===== config.mk =====
export PLATFORM = sky130hd
export DESIGN_NAME = uefa_device_flat
export DESIGN_NICKNAME = d
export VERILOG_FILES = /design/src/inc/uefa_pkg.sv /design/src/inc/uefa_link_if.sv /design/src/verilog/uefa_device.sv /design/src/flat_wrapper.sv
export SDC_FILE = /design/constraint.sdc
export NUM_CORES = 1
export LEC_CHECK = 0
export ABC_CLOCK_PERIOD_IN_PS = 6600
export BUFFER_PORTS_ARGS = -buffer_cell sky130_fd_sc_hd__buf_2
export CAP_MARGIN = 20
export CORE_ASPECT_RATIO = 0.8
export CORE_MARGIN = 4
export CORE_UTILIZATION = 34
export CTS_BUF_LIST = sky130_fd_sc_hd__clkbuf_8
export CTS_CLUSTER_DIAMETER = 60
export DETAILED_ROUTE_END_ITERATION = 7
export GPL_TIMING_DRIVEN = 1
export PLACE_DENSITY_LB_ADDON = 0.08
export SYNTH_ARGS = -nofsm -noshare
export SYNTH_HDL_FRONTEND = slang
export SYNTH_SLANG_ARGS = --single-unit
export TNS_END_PERCENT = 50

===== constraint.sdc =====
create_clock -name clk_i -period 6.6 [get_ports clk_i]
set_clock_uncertainty 0.2 [all_clocks]
set_input_delay 0.99 -clock clk_i [delete_from_list [all_inputs] [get_ports clk_i]]
set_output_delay 0.99 -clock clk_i [all_outputs]
set_load 0.05 [all_outputs]

===== src/inc/uefa_pkg.sv =====
// Shared constants of the endpoint FIFO allocator and its configuring controller.
package uefa_pkg;
  // ****************************************************************
  // Endpoint set and storage limits.
  // ****************************************************************
  localparam int          EP_COUNT      = 16;     // Index 0 ctl OUT, 1 ctl IN, 2..15 ep 1..14.
  localparam logic [3:0]  PROG_FIRST    = 4'h2;
  localparam logic [3:0]  LAST_IDX      = 4'hF;
  localparam logic [3:0]  CTL_OUT_IDX   = 4'h0;
  localparam logic [3:0]  CTL_IN_IDX    = 4'h1;
  localparam int          SUM_W         = 15;
  localparam int          PKT_W         = 11;
  localparam logic [SUM_W-1:0] CTL_BYTES  = 15'h0040;
  localparam logic [SUM_W-1:0] CTL_PAIR   = 15'h0080;
  localparam logic [SUM_W-1:0] TOTAL_MAX  = 15'h099E;  // 2462 bytes.
  localparam logic [SUM_W-1:0] NONISO_MAX = 15'h0200;  // 512 bytes.
  // ****************************************************************
  // Endpoint configuration and DMA configuration layout.
  // ****************************************************************
  localparam int          ECR_W         = 8;
  localparam int          ECR_EN_BIT    = 7;
  localparam int          ECR_DIR_BIT   = 6;      // 1 is IN, device transmits.
  localparam int          ECR_ISO_BIT   = 5;
  localparam int          ECR_DBL_BIT   = 4;
  localparam int          ECR_SZ_LSB    = 0;
  localparam int          SZ_W          = 4;
  localparam logic [7:0]  ECR_RST       = 8'h00;
  localparam logic [3:0]  NONISO_TOP    = 4'h3;
  localparam int          DMA_EN_BIT    = 4;
  localparam logic [7:0]  DMA_RST       = 8'h00;
  // ****************************************************************
  // Controller register map and status bits.
  // ****************************************************************
  localparam int          RA_W          = 5;
  localparam int          RD_W          = 16;
  localparam logic [4:0]  RA_SHADOW_TOP = 5'h0F;  // 0x00..0x0F hold the 16 values.
  localparam logic [4:0]  RA_CTRL       = 5'h10;
  localparam logic [4:0]  RA_DMA        = 5'h11;
  localparam logic [4:0]  RA_STATUS     = 5'h12;
  localparam logic [4:0]  RA_TOTAL      = 5'h13;
  localparam logic [4:0]  RA_NONISO     = 5'h14;
  localparam int          CTRL_GO_BIT   = 0;
  localparam int          CTRL_ENUM_BIT = 1;
  localparam int          ST_BUSY_BIT   = 0;
  localparam int          ST_OK_BIT     = 1;
  localparam int          ST_ERR_BIT    = 2;
  localparam int          ST_REF_BIT    = 3;
  localparam int          ST_VALID_BIT  = 4;

  // Logical FIFO size in bytes; reserved non-isochronous codes give zero.
  function automatic logic [PKT_W-1:0] uefa_logical_size(input logic iso,
                                                         input logic [SZ_W-1:0] code);
    logic [PKT_W-1:0] r;
    r = 11'h000;
    if (!iso)
    begin
      case (code)
        4'h0: r = 11'h008;
        4'h1: r = 11'h010;
        4'h2: r = 11'h020;
        4'h3: r = 11'h040;
        default: r = 11'h000;
      endcase
    end
    else
    begin
      case (code)
        4'h0: r = 11'h010;
        4'h1: r = 11'h020;
        4'h2: r = 11'h030;
        4'h3: r = 11'h040;
        4'h4: r = 11'h060;
        4'h5: r = 11'h080;
        4'h6: r = 11'h0A0;
        4'h7: r = 11'h0C0;
        4'h8: r = 11'h100;
        4'h9: r = 11'h140;
        4'hA: r = 11'h180;
        4'hB: r = 11'h200;
        4'hC: r = 11'h280;
        4'hD: r = 11'h300;
        4'hE: r = 11'h380;
        default: r = 11'h3FF;
      endcase
    end
    return r;
  endfunction
endpackage


===== src/inc/uefa_link_if.sv =====
// Link between the endpoint FIFO allocator and its configuring controller.
`timescale 1ns/100ps
`default_nettype none
interface uefa_link_if;
  import uefa_pkg::*;
  logic             ecr_wr;        // Controller writes one configuration value.
  logic [3:0]       ecr_idx;
  logic [ECR_W-1:0] ecr_data;
  logic             dma_wr;        // Controller writes the DMA configuration.
  logic [7:0]       dma_data;
  logic             ctl_zlp;       // Pulse: send empty packet on control IN.
  logic             ctl_stall;     // Pulse: stall control IN.
  logic             alloc_busy;
  logic             alloc_done;
  logic             size_err;
  logic [SUM_W-1:0] total_phys;
  logic [SUM_W-1:0] noniso_phys;
  logic             data_present;

  modport dev (input ecr_wr, ecr_idx, ecr_data, dma_wr, dma_data, ctl_zlp, ctl_stall,
               output alloc_busy, alloc_done, size_err, total_phys, noniso_phys,
               data_present);
  modport host (output ecr_wr, ecr_idx, ecr_data, dma_wr, dma_data, ctl_zlp, ctl_stall,
                input alloc_busy, alloc_done, size_err, total_phys, noniso_phys,
                data_present);
endinterface
`default_nettype wire


===== src/verilog/uefa_device.sv =====
// Endpoint set and shared FIFO allocator of the device.
// What this block does
// - Endpoint zero pair: fixed 64 bytes, no DMA.
// - Fourteen endpoints, type and direction each free.
// - All endpoints by I/O; 1 to 14 DMA.
// - DMA chosen by index field and enable bit.
// - Controller keeps total storage at most 2462.
// - Controller keeps non-isochronous storage at most 512.
// - Only enabled endpoints get storage.
// - Configured size is the largest packet.
// - Allocation uses only enable, size, isochronous.
// - Size code decodes per isochronous table.
// - Double buffering doubles storage, done in hardware.
// - No reallocation while any FIFO holds data.
// - Controller writes all sixteen values in order.
// - Storage assigned automatically after the writes.
// - Success answered by empty control IN packet.
// - Errors answered by stalling control IN.
// - Resets clear configuration; control endpoint stays.
// - Configuration counts only after enumeration.
// - Direction bit: IN transmits, OUT receives.
// - Endpoint known by address, number, direction.
//
// The implementer's own choices: the placing of the registers and the strobed register port.
`timescale 1ns/100ps
`default_nettype none
module uefa_device
  import uefa_pkg::*;
#(
  parameter int EP_N = EP_COUNT
)
(
  input  wire logic             clk_i,
  input  wire logic             rst_n_i,
  uefa_link_if.dev              link,
  input  wire logic             usb_bus_reset_i,
  input  wire logic             fifo_data_present_i,
  input  wire logic [3:0]       qry_idx_i,
  output logic      [SUM_W-1:0] qry_base_o,
  output logic      [PKT_W-1:0] qry_max_pkt_o,
  output logic                  qry_enabled_o,
  output logic                  qry_direction_o,
  output logic      [3:0]       dma_endpoint_index_o,
  output logic                  dma_sel_valid_o,
  output logic                  dma_write_o,
  input  wire logic [6:0]       dev_addr_i,
  input  wire logic [6:0]       tok_addr_i,
  input  wire logic [3:0]       tok_ep_i,
  input  wire logic             tok_in_i,
  output logic                  tok_match_o,
  output logic      [3:0]       tok_idx_o,
  output logic                  ctl_in_stalled_o,
  output logic                  ctl_in_zlp_o
);
  // ****************************************************************
  // Configuration storage.
  // ****************************************************************
  if (EP_N != EP_COUNT)
  begin : g_check
    $error("uefa_device serves exactly sixteen endpoint entries");
  end

  logic [ECR_W-1:0] ecr_q [EP_COUNT];
  logic [7:0]       dma_cfg_q;
  logic             clr;

  assign clr = !rst_n_i || usb_bus_reset_i;

  // One entry per endpoint; control entries are never used for allocation.
  for (genvar g = 0; g < EP_COUNT; g++)
  begin : g_ecr
    always_ff @(posedge clk_i)
    begin
      if (clr)
        ecr_q[g] <= ECR_RST;
      else if (link.ecr_wr && link.ecr_idx == 4'(g))
        ecr_q[g] <= link.ecr_data;
    end
  end

  // DMA configuration is cleared by either reset as well.
  always_ff @(posedge clk_i)
  begin
    if (clr)
      dma_cfg_q <= DMA_RST;
    else if (link.dma_wr)
      dma_cfg_q <= link.dma_data;
  end

  // ****************************************************************
  // Allocation walker.
  // ****************************************************************
  logic [SUM_W-1:0] base_q [EP_COUNT];
  logic [SUM_W-1:0] acc_tot_q, acc_non_q, tot_q, non_q;
  logic [3:0]       walk_q;
  logic             busy_q, done_q, err_q;
  logic [ECR_W-1:0] cur;
  logic [PKT_W-1:0] cur_log;
  logic [SUM_W-1:0] cur_phys;
  logic             cur_en, cur_iso;

  // Only enable, size and isochronous choose the amount; double buffer doubles it.
  assign cur      = ecr_q[walk_q];
  assign cur_en   = cur[ECR_EN_BIT];
  assign cur_iso  = cur[ECR_ISO_BIT];
  assign cur_log  = uefa_logical_size(cur_iso, cur[ECR_SZ_LSB +: SZ_W]);
  assign cur_phys = !cur_en ? '0 :
                    cur[ECR_DBL_BIT] ? {3'b000, cur_log, 1'b0} :
                    {4'h0, cur_log};

  // Starts when the last value is written; a fresh write of it restarts the walk, other writes hold it.
  always_ff @(posedge clk_i)
  begin
    if (clr)
    begin
      busy_q    <= 1'b0;
      done_q    <= 1'b0;
      err_q     <= 1'b0;
      walk_q    <= PROG_FIRST;
      acc_tot_q <= CTL_PAIR;
      acc_non_q <= CTL_PAIR;
      tot_q     <= CTL_PAIR;
      non_q     <= CTL_PAIR;
      for (int i = 0; i < EP_COUNT; i++)
        base_q[i] <= '0;
      base_q[CTL_IN_IDX] <= CTL_BYTES;
    end
    else if (link.ecr_wr && link.ecr_idx == LAST_IDX)
    begin
      busy_q    <= 1'b1;
      done_q    <= 1'b0;
      err_q     <= 1'b0;
      walk_q    <= PROG_FIRST;
      acc_tot_q <= CTL_PAIR;
      acc_non_q <= CTL_PAIR;
    end
    else if (link.ecr_wr)
      done_q <= 1'b0;
    else if (busy_q)
    begin
      base_q[walk_q] <= acc_tot_q;
      acc_tot_q      <= acc_tot_q + cur_phys;
      if (!cur_iso)
        acc_non_q <= acc_non_q + cur_phys;
      if (cur_en && !cur_iso && cur[ECR_SZ_LSB +: SZ_W] > NONISO_TOP)
        err_q <= 1'b1;
      if (walk_q == LAST_IDX)
      begin
        busy_q <= 1'b0;
        done_q <= 1'b1;
        tot_q  <= acc_tot_q + cur_phys;
        non_q  <= cur_iso ? acc_non_q : acc_non_q + cur_phys;
      end
      else
        walk_q <= walk_q + 4'h1;
    end
  end

  // ****************************************************************
  // Query, DMA selection and token match.
  // ****************************************************************
  logic [ECR_W-1:0] q_ecr;
  logic [ECR_W-1:0] d_ecr;
  logic [3:0]       t_idx;
  logic             dma_ok;
  logic             data_q;

  assign q_ecr = ecr_q[qry_idx_i];
  assign d_ecr = ecr_q[dma_cfg_q[3:0]];
  assign dma_ok = dma_cfg_q[DMA_EN_BIT] && dma_cfg_q[3:0] >= PROG_FIRST
                  && d_ecr[ECR_EN_BIT];
  // Endpoint zero maps by direction; endpoint n sits at index n plus one.
  assign t_idx = tok_ep_i == 4'h0 ? (tok_in_i ? CTL_IN_IDX : CTL_OUT_IDX)
                                  : tok_ep_i + 4'h1;

  // The largest packet follows the configured size; control is fixed.
  always_ff @(posedge clk_i)
  begin
    if (clr)
    begin
      qry_base_o      <= '0;
      qry_max_pkt_o   <= '0;
      qry_enabled_o   <= 1'b0;
      qry_direction_o <= 1'b0;
    end
    else
    begin
      qry_base_o <= base_q[qry_idx_i];
      if (qry_idx_i < PROG_FIRST)
      begin
        qry_max_pkt_o   <= CTL_BYTES[PKT_W-1:0];
        qry_enabled_o   <= 1'b1;
        qry_direction_o <= qry_idx_i == CTL_IN_IDX;
      end
      else
      begin
        qry_max_pkt_o   <= q_ecr[ECR_EN_BIT] ?
                           uefa_logical_size(q_ecr[ECR_ISO_BIT], q_ecr[ECR_SZ_LSB +: SZ_W])
                           : '0;
        qry_enabled_o   <= q_ecr[ECR_EN_BIT];
        qry_direction_o <= q_ecr[ECR_DIR_BIT];
      end
    end
  end

  // DMA direction comes from the chosen endpoint: IN means the bus writes it.
  always_ff @(posedge clk_i)
  begin
    if (clr)
    begin
      dma_endpoint_index_o <= 4'h0;
      dma_sel_valid_o      <= 1'b0;
      dma_write_o          <= 1'b0;
    end
    else
    begin
      dma_endpoint_index_o <= dma_cfg_q[3:0];
      dma_sel_valid_o      <= dma_ok;
      dma_write_o          <= dma_ok && d_ecr[ECR_DIR_BIT];
    end
  end

  // A token hits only when address, number and direction all agree.
  always_ff @(posedge clk_i)
  begin
    if (clr)
    begin
      tok_match_o <= 1'b0;
      tok_idx_o   <= 4'h0;
    end
    else
    begin
      tok_idx_o   <= t_idx;
      tok_match_o <= tok_addr_i == dev_addr_i && tok_ep_i != LAST_IDX &&
                     (tok_ep_i == 4'h0 ||
                      (ecr_q[t_idx][ECR_EN_BIT] && ecr_q[t_idx][ECR_DIR_BIT] == tok_in_i));
    end
  end

  // Stall set wins over the clear by an empty packet in the same cycle.
  always_ff @(posedge clk_i)
  begin
    if (clr)
    begin
      ctl_in_stalled_o <= 1'b0;
      ctl_in_zlp_o     <= 1'b0;
      data_q           <= 1'b0;
    end
    else
    begin
      ctl_in_zlp_o <= link.ctl_zlp;
      data_q       <= fifo_data_present_i;
      if (link.ctl_stall)
        ctl_in_stalled_o <= 1'b1;
      else if (link.ctl_zlp)
        ctl_in_stalled_o <= 1'b0;
    end
  end

  assign link.alloc_busy   = busy_q;
  assign link.alloc_done   = done_q;
  assign link.size_err     = err_q;
  assign link.total_phys   = tot_q;
  assign link.noniso_phys  = non_q;
  assign link.data_present = data_q;
endmodule // uefa_device
`default_nettype wire


===== src/flat_wrapper.sv =====
// flat-port wrapper written by rule: the top's interface ports become plain ports
module uefa_device_flat import uefa_pkg::*;
#(
  parameter int EP_N = EP_COUNT
)
  (clk_i, rst_n_i, usb_bus_reset_i, fifo_data_present_i, qry_idx_i, qry_base_o, qry_max_pkt_o, qry_enabled_o, qry_direction_o, dma_endpoint_index_o, dma_sel_valid_o, dma_write_o, dev_addr_i, tok_addr_i, tok_ep_i, tok_in_i, tok_match_o, tok_idx_o, ctl_in_stalled_o, ctl_in_zlp_o, link_ecr_wr, link_ecr_idx, link_ecr_data, link_dma_wr, link_dma_data, link_ctl_zlp, link_ctl_stall, link_alloc_busy, link_alloc_done, link_size_err, link_total_phys, link_noniso_phys, link_data_present);
  uefa_link_if link_i ();
  input  wire logic clk_i;
  input  wire logic rst_n_i;
  input  wire logic usb_bus_reset_i;
  input  wire logic fifo_data_present_i;
  input  wire logic [3:0] qry_idx_i;
  output logic      [SUM_W-1:0] qry_base_o;
  output logic      [PKT_W-1:0] qry_max_pkt_o;
  output logic qry_enabled_o;
  output logic qry_direction_o;
  output logic      [3:0] dma_endpoint_index_o;
  output logic dma_sel_valid_o;
  output logic dma_write_o;
  input  wire logic [6:0] dev_addr_i;
  input  wire logic [6:0] tok_addr_i;
  input  wire logic [3:0] tok_ep_i;
  input  wire logic tok_in_i;
  output logic tok_match_o;
  output logic      [3:0] tok_idx_o;
  output logic ctl_in_stalled_o;
  output logic ctl_in_zlp_o;
  input wire logic [$bits(link_i.ecr_wr)-1:0] link_ecr_wr;
  input wire logic [$bits(link_i.ecr_idx)-1:0] link_ecr_idx;
  input wire logic [$bits(link_i.ecr_data)-1:0] link_ecr_data;
  input wire logic [$bits(link_i.dma_wr)-1:0] link_dma_wr;
  input wire logic [$bits(link_i.dma_data)-1:0] link_dma_data;
  input wire logic [$bits(link_i.ctl_zlp)-1:0] link_ctl_zlp;
  input wire logic [$bits(link_i.ctl_stall)-1:0] link_ctl_stall;
  output wire logic [$bits(link_i.alloc_busy)-1:0] link_alloc_busy;
  output wire logic [$bits(link_i.alloc_done)-1:0] link_alloc_done;
  output wire logic [$bits(link_i.size_err)-1:0] link_size_err;
  output wire logic [$bits(link_i.total_phys)-1:0] link_total_phys;
  output wire logic [$bits(link_i.noniso_phys)-1:0] link_noniso_phys;
  output wire logic [$bits(link_i.data_present)-1:0] link_data_present;
  assign link_i.ecr_wr = link_ecr_wr;
  assign link_i.ecr_idx = link_ecr_idx;
  assign link_i.ecr_data = link_ecr_data;
  assign link_i.dma_wr = link_dma_wr;
  assign link_i.dma_data = link_dma_data;
  assign link_i.ctl_zlp = link_ctl_zlp;
  assign link_i.ctl_stall = link_ctl_stall;
  assign link_alloc_busy = link_i.alloc_busy;
  assign link_alloc_done = link_i.alloc_done;
  assign link_size_err = link_i.size_err;
  assign link_total_phys = link_i.total_phys;
  assign link_noniso_phys = link_i.noniso_phys;
  assign link_data_present = link_i.data_present;
  uefa_device #(.EP_N(EP_N)) u_core (.clk_i(clk_i), .rst_n_i(rst_n_i), .link(link_i), .usb_bus_reset_i(usb_bus_reset_i), .fifo_data_present_i(fifo_data_present_i), .qry_idx_i(qry_idx_i), .qry_base_o(qry_base_o), .qry_max_pkt_o(qry_max_pkt_o), .qry_enabled_o(qry_enabled_o), .qry_direction_o(qry_direction_o), .dma_endpoint_index_o(dma_endpoint_index_o), .dma_sel_valid_o(dma_sel_valid_o), .dma_write_o(dma_write_o), .dev_addr_i(dev_addr_i), .tok_addr_i(tok_addr_i), .tok_ep_i(tok_ep_i), .tok_in_i(tok_in_i), .tok_match_o(tok_match_o), .tok_idx_o(tok_idx_o), .ctl_in_stalled_o(ctl_in_stalled_o), .ctl_in_zlp_o(ctl_in_zlp_o));
endmodule

==> out/metrics.yaml, run 1 <==
outcome: "finished, final reports clean"
synth_area_leaders: "edfxtp_1 (46%), dfxtp_1 (9.9%), and2_1 (9.5%)"
layout.cells.non_filler: 3129
arrival_ps: 6210
crit_end: "u_core.link.total_phys[14]"
hpwl_mm: 47.8
r2r_cells: 20
cts_htree_levels: 3
layout.nets: 2208
ys_warn_count: 0
fp.dieH_um: 246
critical-path-max-stage-delay_ps: 680
die_area_um2: 75400
grt-ovfl-total: 0
crit_cells: 20
vias: 16200
cts_root_buf: "clkbuf_8"
dieWidth_um: 306
placed_cell_area_um2: 25800
first_pass_iters: 5
wire_per_inst_um: 23.4
crit_slowest_cell: "dfxtp_2"
yosysTopAreaCellShare_pct: 45.8
port_buffers: 121
slew_headroom_pct: 15.5
ys_seq_elements: 487
cts_setup_buffers: 0
synth-seq-area-share_pct: 55.6
yosys.area.top_type: "edfxtp_1"
grt_max_degree: 82
syn_inst: 1991
critPathTopFamily: "compound AO/OA/AOI/OAI gates"
cp-start-kind: "register"
critPathBufInv: 3
hp-class: "register to register"
routed_wl_mm: 73.1
finalSetupTns_ps: 0
pin_count: 126
cpMostUsedCell: "ha_1"
crit_fanout: 16
maxCapViolations: 0
via_per_inst: 5.17
avgSynthCellArea_um2: 12.1
p_leak_nw: 10.8
syn_nets: 2078
min_period_ps: 5870
critPathKind: "register to register"
cts_buffer_depth: 3
reg2reg_slack_ps: 730
core_um2: 70400
grt_pass1_wl_mm: 108
syn2layout_area_growth_pct: 14.2
clk_latency_ps: 660
final_antenna_net_count: 0
worstMarginPinSlew_ps: 1250
cts.sinks: 487
setup_viol: 0
synthDistinctLibCells: 83
cp-end-kind: "register"
timing.rr.end: "u_core.link.total_phys[14]"
grt_use_total_pct: 19.2
synth_ff_type: "edfxtp_1"
numCtsBuffers: 86
p_total_w: 0.00684
rsz0062_at_grt: "false"
ir_drop_v: 0.000185
fmaxAchievable_ghz: 0.170
cts_tree: "yes"
drive_gt1_share_pct: 18.8
initial_utilization_pct: 34.3
post-route-period-util_pct: 88.9
first_iter_violations: 1250
cp_cell_sequence: "buf_4 -> mux2i_1 -> a221oi_1 -> a22oi_1 -> nand2_1 -> ha_1 -> inv_1 -> a21oi_1 -> o2111ai_2 -> buf_4 -> nor2_1 -> ha_1 -> ha_1 -> nor2_1 -> o21a_1 -> or4b_1 -> a31oi_1 -> o311a_1 -> nor2b_1 -> a221o_1"
gp_congestion: 0.812
dp_cells: 2960
antenna_found_initial: 5
stdcell_area_um2: 27600
finalHoldViolCount: 0
crit_required_ps: 6950
ctsHoldBuffers: 0
synth-edff-count: 368
ctsResizeCount: 0
synth_area_um2: 24100
drc: 0
maxSlewViolCount: 0
ys_top_cells_by_count: "and2_1 (368), edfxtp_1 (368), nor2_1 (144)"
synthArstFlopShare_pct: 0
clk_pin_slew_ps: 60
cellPowerDensity_nw_per_um2: 248
rows: 87
grt_pass1_vias: 16200
==> cells in the final DEF (no fill, tap or decap), drive strengths merged, types with 18 or more instances in the layout <==
cell type and n:
a21oi 72, a221oi 41, and2 369, buf 176, clkbuf 104, dfxtp 119, edfxtp 368, ha 36
inv 62, mux2i 109, mux4 87, nand2 135, nor2 144, nor3 42, o21ai 72, xnor2 21
xor2 18
==> worst min-delay path by stage <==
stage / endpoint / slack (ps) / depth (start not counted) / start
4_1_cts: u_core.link.noniso_phys[12] / 240 / 2 / u_core.link.noniso_phys[12]
6_report: u_core.link.noniso_phys[12] / 240 / 2 / u_core.link.noniso_phys[12]
3_3_place_gp: u_core.link.noniso_phys[12] / 220 / 2 / u_core.link.noniso_phys[12]
3_5_place_dp: u_core.link.noniso_phys[12] / 230 / 2 / u_core.link.noniso_phys[12]
2_1_floorplan: u_core.dma_endpoint_index_o[0] / 230 / 1 / u_core.dma_cfg_q[0]
5_1_grt: u_core.link.noniso_phys[12] / 260 / 2 / u_core.link.noniso_phys[12]
==> sequential cells by signal, indices dropped and copies added (netlist names), named ones only <==
| signal | cells |
|---|---|
| u_core.link.alloc_done | 1 |
| u_core.qry_max_pkt_o | 8 |
| u_core.ctl_in_zlp_o | 1 |
| u_core.link.size_err | 1 |
| u_core.link.total_phys | 15 |
| u_core.dma_write_o | 1 |
| u_core.qry_base_o | 15 |
| u_core.dma_sel_valid_o | 1 |
| u_core.tok_match_o | 1 |
| u_core.link.data_present | 1 |
| u_core.acc_non_q | 15 |
| u_core.walk_q | 4 |
| u_core.ctl_in_stalled_o | 1 |
| u_core.tok_idx_o | 4 |
| u_core.link.alloc_busy | 1 |
| u_core.dma_endpoint_index_o | 4 |
| u_core.link.noniso_phys | 15 |
| u_core.qry_enabled_o | 1 |
| u_core.qry_direction_o | 1 |
| u_core.dma_cfg_q | 5 |
| u_core.base_q | 240 |
| u_core.ecr_q | 128 |
| u_core.acc_tot_q | 15 |
==> stage by stage <==
stage          utilization, %  hold WS [ps]  setup slack [ps]
3_5_place_dp             36.6           228               777
3_3_place_gp             36.6           224               806
6_report                 39.1           244               734
4_1_cts                  39.1           240               762
5_1_grt                  39.1           263               379
2_1_floorplan               -           229              1710
==> per-layer routing <==
| layer | track usage, % | vias to the layer above | part of all wire, % |
|---|---|---|---|
| met1 | 28.6 | 8026 | 49 |
| met3 | 3.73 | 122 | 6.0 |
| met5 | 0 | - | 0.0096 |
| li1 | - | 7563 | - |
| met4 | 6.04 | 2 | 2.6 |
| met2 | 28.3 | 469 | 42 |
==> final cells by class <==
cell class                 instances  area [µm²]
inverter                          23        86.3
clock inverter                    58         312
clock buffer                     102        1400
timing repair buffer             178        1060
fill                            6752       42900
tap                              934        1170
antenna                            2        5.00
sequential                       487       13400
multi-input combinational       1345       10100
==> tightest hold or removal path: cells and delay by family (launching register included) <==
family	cells	cell delay [ps]
flip-flops	1	310
AND/OR/NAND/NOR	2	90
==> power breakdown <==
group | total [W] | internal, W | leakage (nW) | switching [W]
Combinational | 0.000561 | 0.000197 | 4.77 | 0.000364
Clock | 0.00282 | 0.00152 | 1.01 | 0.00130
Sequential | 0.00346 | 0.00341 | 5.00 | 0.0000490
==> cells by family after synthesis <==
logic type | Yosys count | synth area share [%]
other | 1 | 0.0155
AND/OR/NAND/NOR | 781 | 17.2
buffers and inverters | 159 | 2.74
multiplexers | 203 | 13.1
XOR/XNOR | 39 | 1.41
adder cells (fa/ha/maj) | 40 | 2.04
flip-flops | 487 | 55.6
AO/OA/AOI/OAI | 281 | 7.90
Power figures use the tool's default switching activity.
==> inputs of run 2 (changes only) <==
--- a/config.mk
+++ b/config.mk
@@ -5,11 +5,10 @@
 export SDC_FILE = /design/constraint.sdc
 export NUM_CORES = 1
 export LEC_CHECK = 0
-export ABC_CLOCK_PERIOD_IN_PS = 6600
+export ABC_CLOCK_PERIOD_IN_PS = 4800
 export BUFFER_PORTS_ARGS = -buffer_cell sky130_fd_sc_hd__buf_2
 export CAP_MARGIN = 20
 export CORE_ASPECT_RATIO = 0.8
-export CORE_MARGIN = 4
 export CORE_UTILIZATION = 34
 export CTS_BUF_LIST = sky130_fd_sc_hd__clkbuf_8
 export CTS_CLUSTER_DIAMETER = 60
==> constraint.sdc (replaced) <==
create_clock -name clk_i -period 4.8 [get_ports clk_i]
set_clock_uncertainty 0.2 [all_clocks]
set_input_delay 0.72 -clock clk_i [delete_from_list [all_inputs] [get_ports clk_i]]
set_output_delay 0.72 -clock clk_i [all_outputs]
set_load 0.05 [all_outputs]
==> run 2 against run 1 <==
Net effect:
- the run now ends with negative setup slack left
- sequential power is 38% higher
- routed wire length grew 0.96%
- via count rose by 3.4%
- critical path type unchanged
- critical endpoint is now u_core.acc_non_q[14]
- largest power group unchanged
- highest routed layer is now met4
==> out/metrics.yaml, run 2 (synthesis results as in run 1) <==
routed_wl_mm: 73.8
maxCapViolations: 0
critPathTopFamily: "multiplexers"
r2r_cells: 23
critPathBufInv: 5
drc: 0
post-route-period-util_pct: 102
ir_drop_v: 0.000186
crit_fanout: 5
final_antenna_net_count: 0
violations: "negative setup slack"
fmaxAchievable_ghz: 0.205
via_per_inst: 5.13
first_pass_iters: 5
initial_utilization_pct: 34.3
seq_power_share_pct: 49.4
grt-ovfl-total: 0
p_leak_nw: 11.5
whs_path_depth: 3
cp_cell_sequence: "buf_12 -> buf_12 -> mux4_2 -> mux4_2 -> inv_2 -> buf_6 -> ha_4 -> and2_4 -> o21ba_4 -> a21oi_2 -> nor2_1 -> nor2_1 -> nor2_2 -> buf_4 -> ha_4 -> nor2_4 -> o211ai_1 -> o221ai_2 -> maj3_2 -> o21a_4 -> o21a_4 -> or4_1 -> o21ai_1"
top_regs: "u_core.base_q x240, u_core.ecr_q x128"
fin_ws_ps: -74.6
critPathKind: "register to register"
drive_gt1_share_pct: 27.0
cts_htree_levels: 3
hp-class: "input pin to register"
finalHoldViolCount: 0
wire_per_inst_um: 22.6
cp-start-kind: "register"
pin_count: 126
first_iter_violations: 1203
largest_reg_flops: 240
slew_headroom_pct: 24.8
grt_max_degree: 49
reg2reg_slack_ps: -70
dp_slack_ps: -217
arrival_ps: 5300
final_cell_mix: "edfxtp_1 (368), and2_1 (364), buf_4 (171), nor2_1 (135), nand2_1 (133)"
rsz0062_at_grt: "true"
vias: 16700
power_frac_clock_pct: 42.0
top_register: "u_core.base_q"
numCtsBuffers: 87
min_from: "link_ctl_stall"
gp_congestion: 0.841
cts.sinks: 487
cts_buffer_depth: 3
maxSlewViolCount: 0
cts_tree: "yes"
crit_required_ps: 5230
cellPowerDensity_nw_per_um2: 331
dieWidth_um: 300
fin_util_pct: 41.4
hold_end: "u_core.ctl_in_stalled_o"
power.net_switching_w: 0.00243
die_area_um2: 72100
setup_viol: 6
hpwl_mm: 48.9
cp-end-kind: "register"
port_buffers: 121
syn2layout_area_growth_pct: 20.6
layout_commonest_cell: "edfxtp_1"
min_period_ps: 4870
core_um2: 70300
swShare_pct: 25.2
p_int_w: 0.00720
grt_use_total_pct: 20.4
cts_root_buf: "clkbuf_8"
worstMarginPinSlew_ps: 1130
clk_pin_slew_ps: 60
crit_slowest_cell: "mux4_2"
grt_pass1_vias: 16600
pwr-share-comb_pct: 8.6
critical-path-max-stage-delay_ps: 610
fp.dieH_um: 240
layout.nets: 2340
rows: 87
timing.rr.end: "u_core.acc_non_q[14]"
grt_pass1_wl_mm: 108
outcome: "complete, but fails checks"
clk_latency_ps: 710
antenna_found_initial: 1
## run 2: metal layers
metal	wire length [µm]	part of all wire [%]	vias to the layer above	global-route usage, %
met1	35400	48	8409	29.6
met4	1390	1.9	0	5.07
met2	33000	45	423	31.4
met3	3980	5.4	96	3.71
li1	-	-	7806	-
met5	0	0	-	0
## run 2: worst max-delay path by stage
stage | startpoint | endpoint | slack, ps | depth (start not counted)
3_5_place_dp | register | u_core.link.total_phys[14] | -220 | 18
3_3_place_gp | register | u_core.acc_tot_q[14] | -160 | 19
2_1_floorplan | register | u_core.link.total_phys[11] | -30 | 23
6_report | register | u_core.acc_non_q[14] | -70 | 23
5_1_grt | register | u_core.acc_non_q[14] | -220 | 23
4_1_cts | register | u_core.acc_non_q[14] | -10 | 22
## run 2: repair_timing
| action | CTS | global route |
|---|---|---|
| hold buffers | 1 | 0 |
| gates resized for setup | 29 | 73 |
| pin swaps | 17 | 17 |
| setup endpoints to repair | 19 | 30 |
| hold endpoints to repair | 1 | 0 |
| buffers inserted | 9 | 16 |
## run 2: layout make-up
type,count,area [µm²]
antenna,1,2.50
timing repair buffer,309,2130
clock buffer,111,1530
fill,6737,41200
multi-input combinational,1345,10500
inverter,23,86.3
clock inverter,51,295
tap,934,1170
sequential,487,13400
## run 2: worst min-delay path, delay by kind of cell
| kind | cells | cell delay, ps |
|---|---|---|
| AOI/OAI and AO/OA | 1 | 30 |
| buffers and inverters | 1 | 80 |
| and+or+nand+nor | 1 | 80 |
## run 2: power groups by stage
stage	combinational [W]	sequential (W)	clock (W)
floorplan	0.000456	0.00486	0
global placement	0.000805	0.00484	0
detailed placement	0.000805	0.00485	0
CTS	0.000814	0.00476	0.00418
global route	0.000891	0.00477	0.00434
finish	0.000825	0.00476	0.00405
## run 2: per-stage QoR
stage | power (W) | cell area (µm²) | std cells | hold slack, ps | TNS, ps
6_report | 0.00963 | 29100 | 3261 | 68.3 | -155
5_1_grt | 0.0100 | 29100 | 3260 | 53.4 | -3390
4_1_cts | 0.00975 | 28700 | 3243 | 11.7 | -13.5
3_5_place_dp | 0.00565 | 26600 | 3071 | 228 | -1790
3_3_place_gp | 0.00564 | 26600 | 3071 | 226 | -1330
2_1_floorplan | 0.00532 | 24200 | 1991 | 229 | -39.0
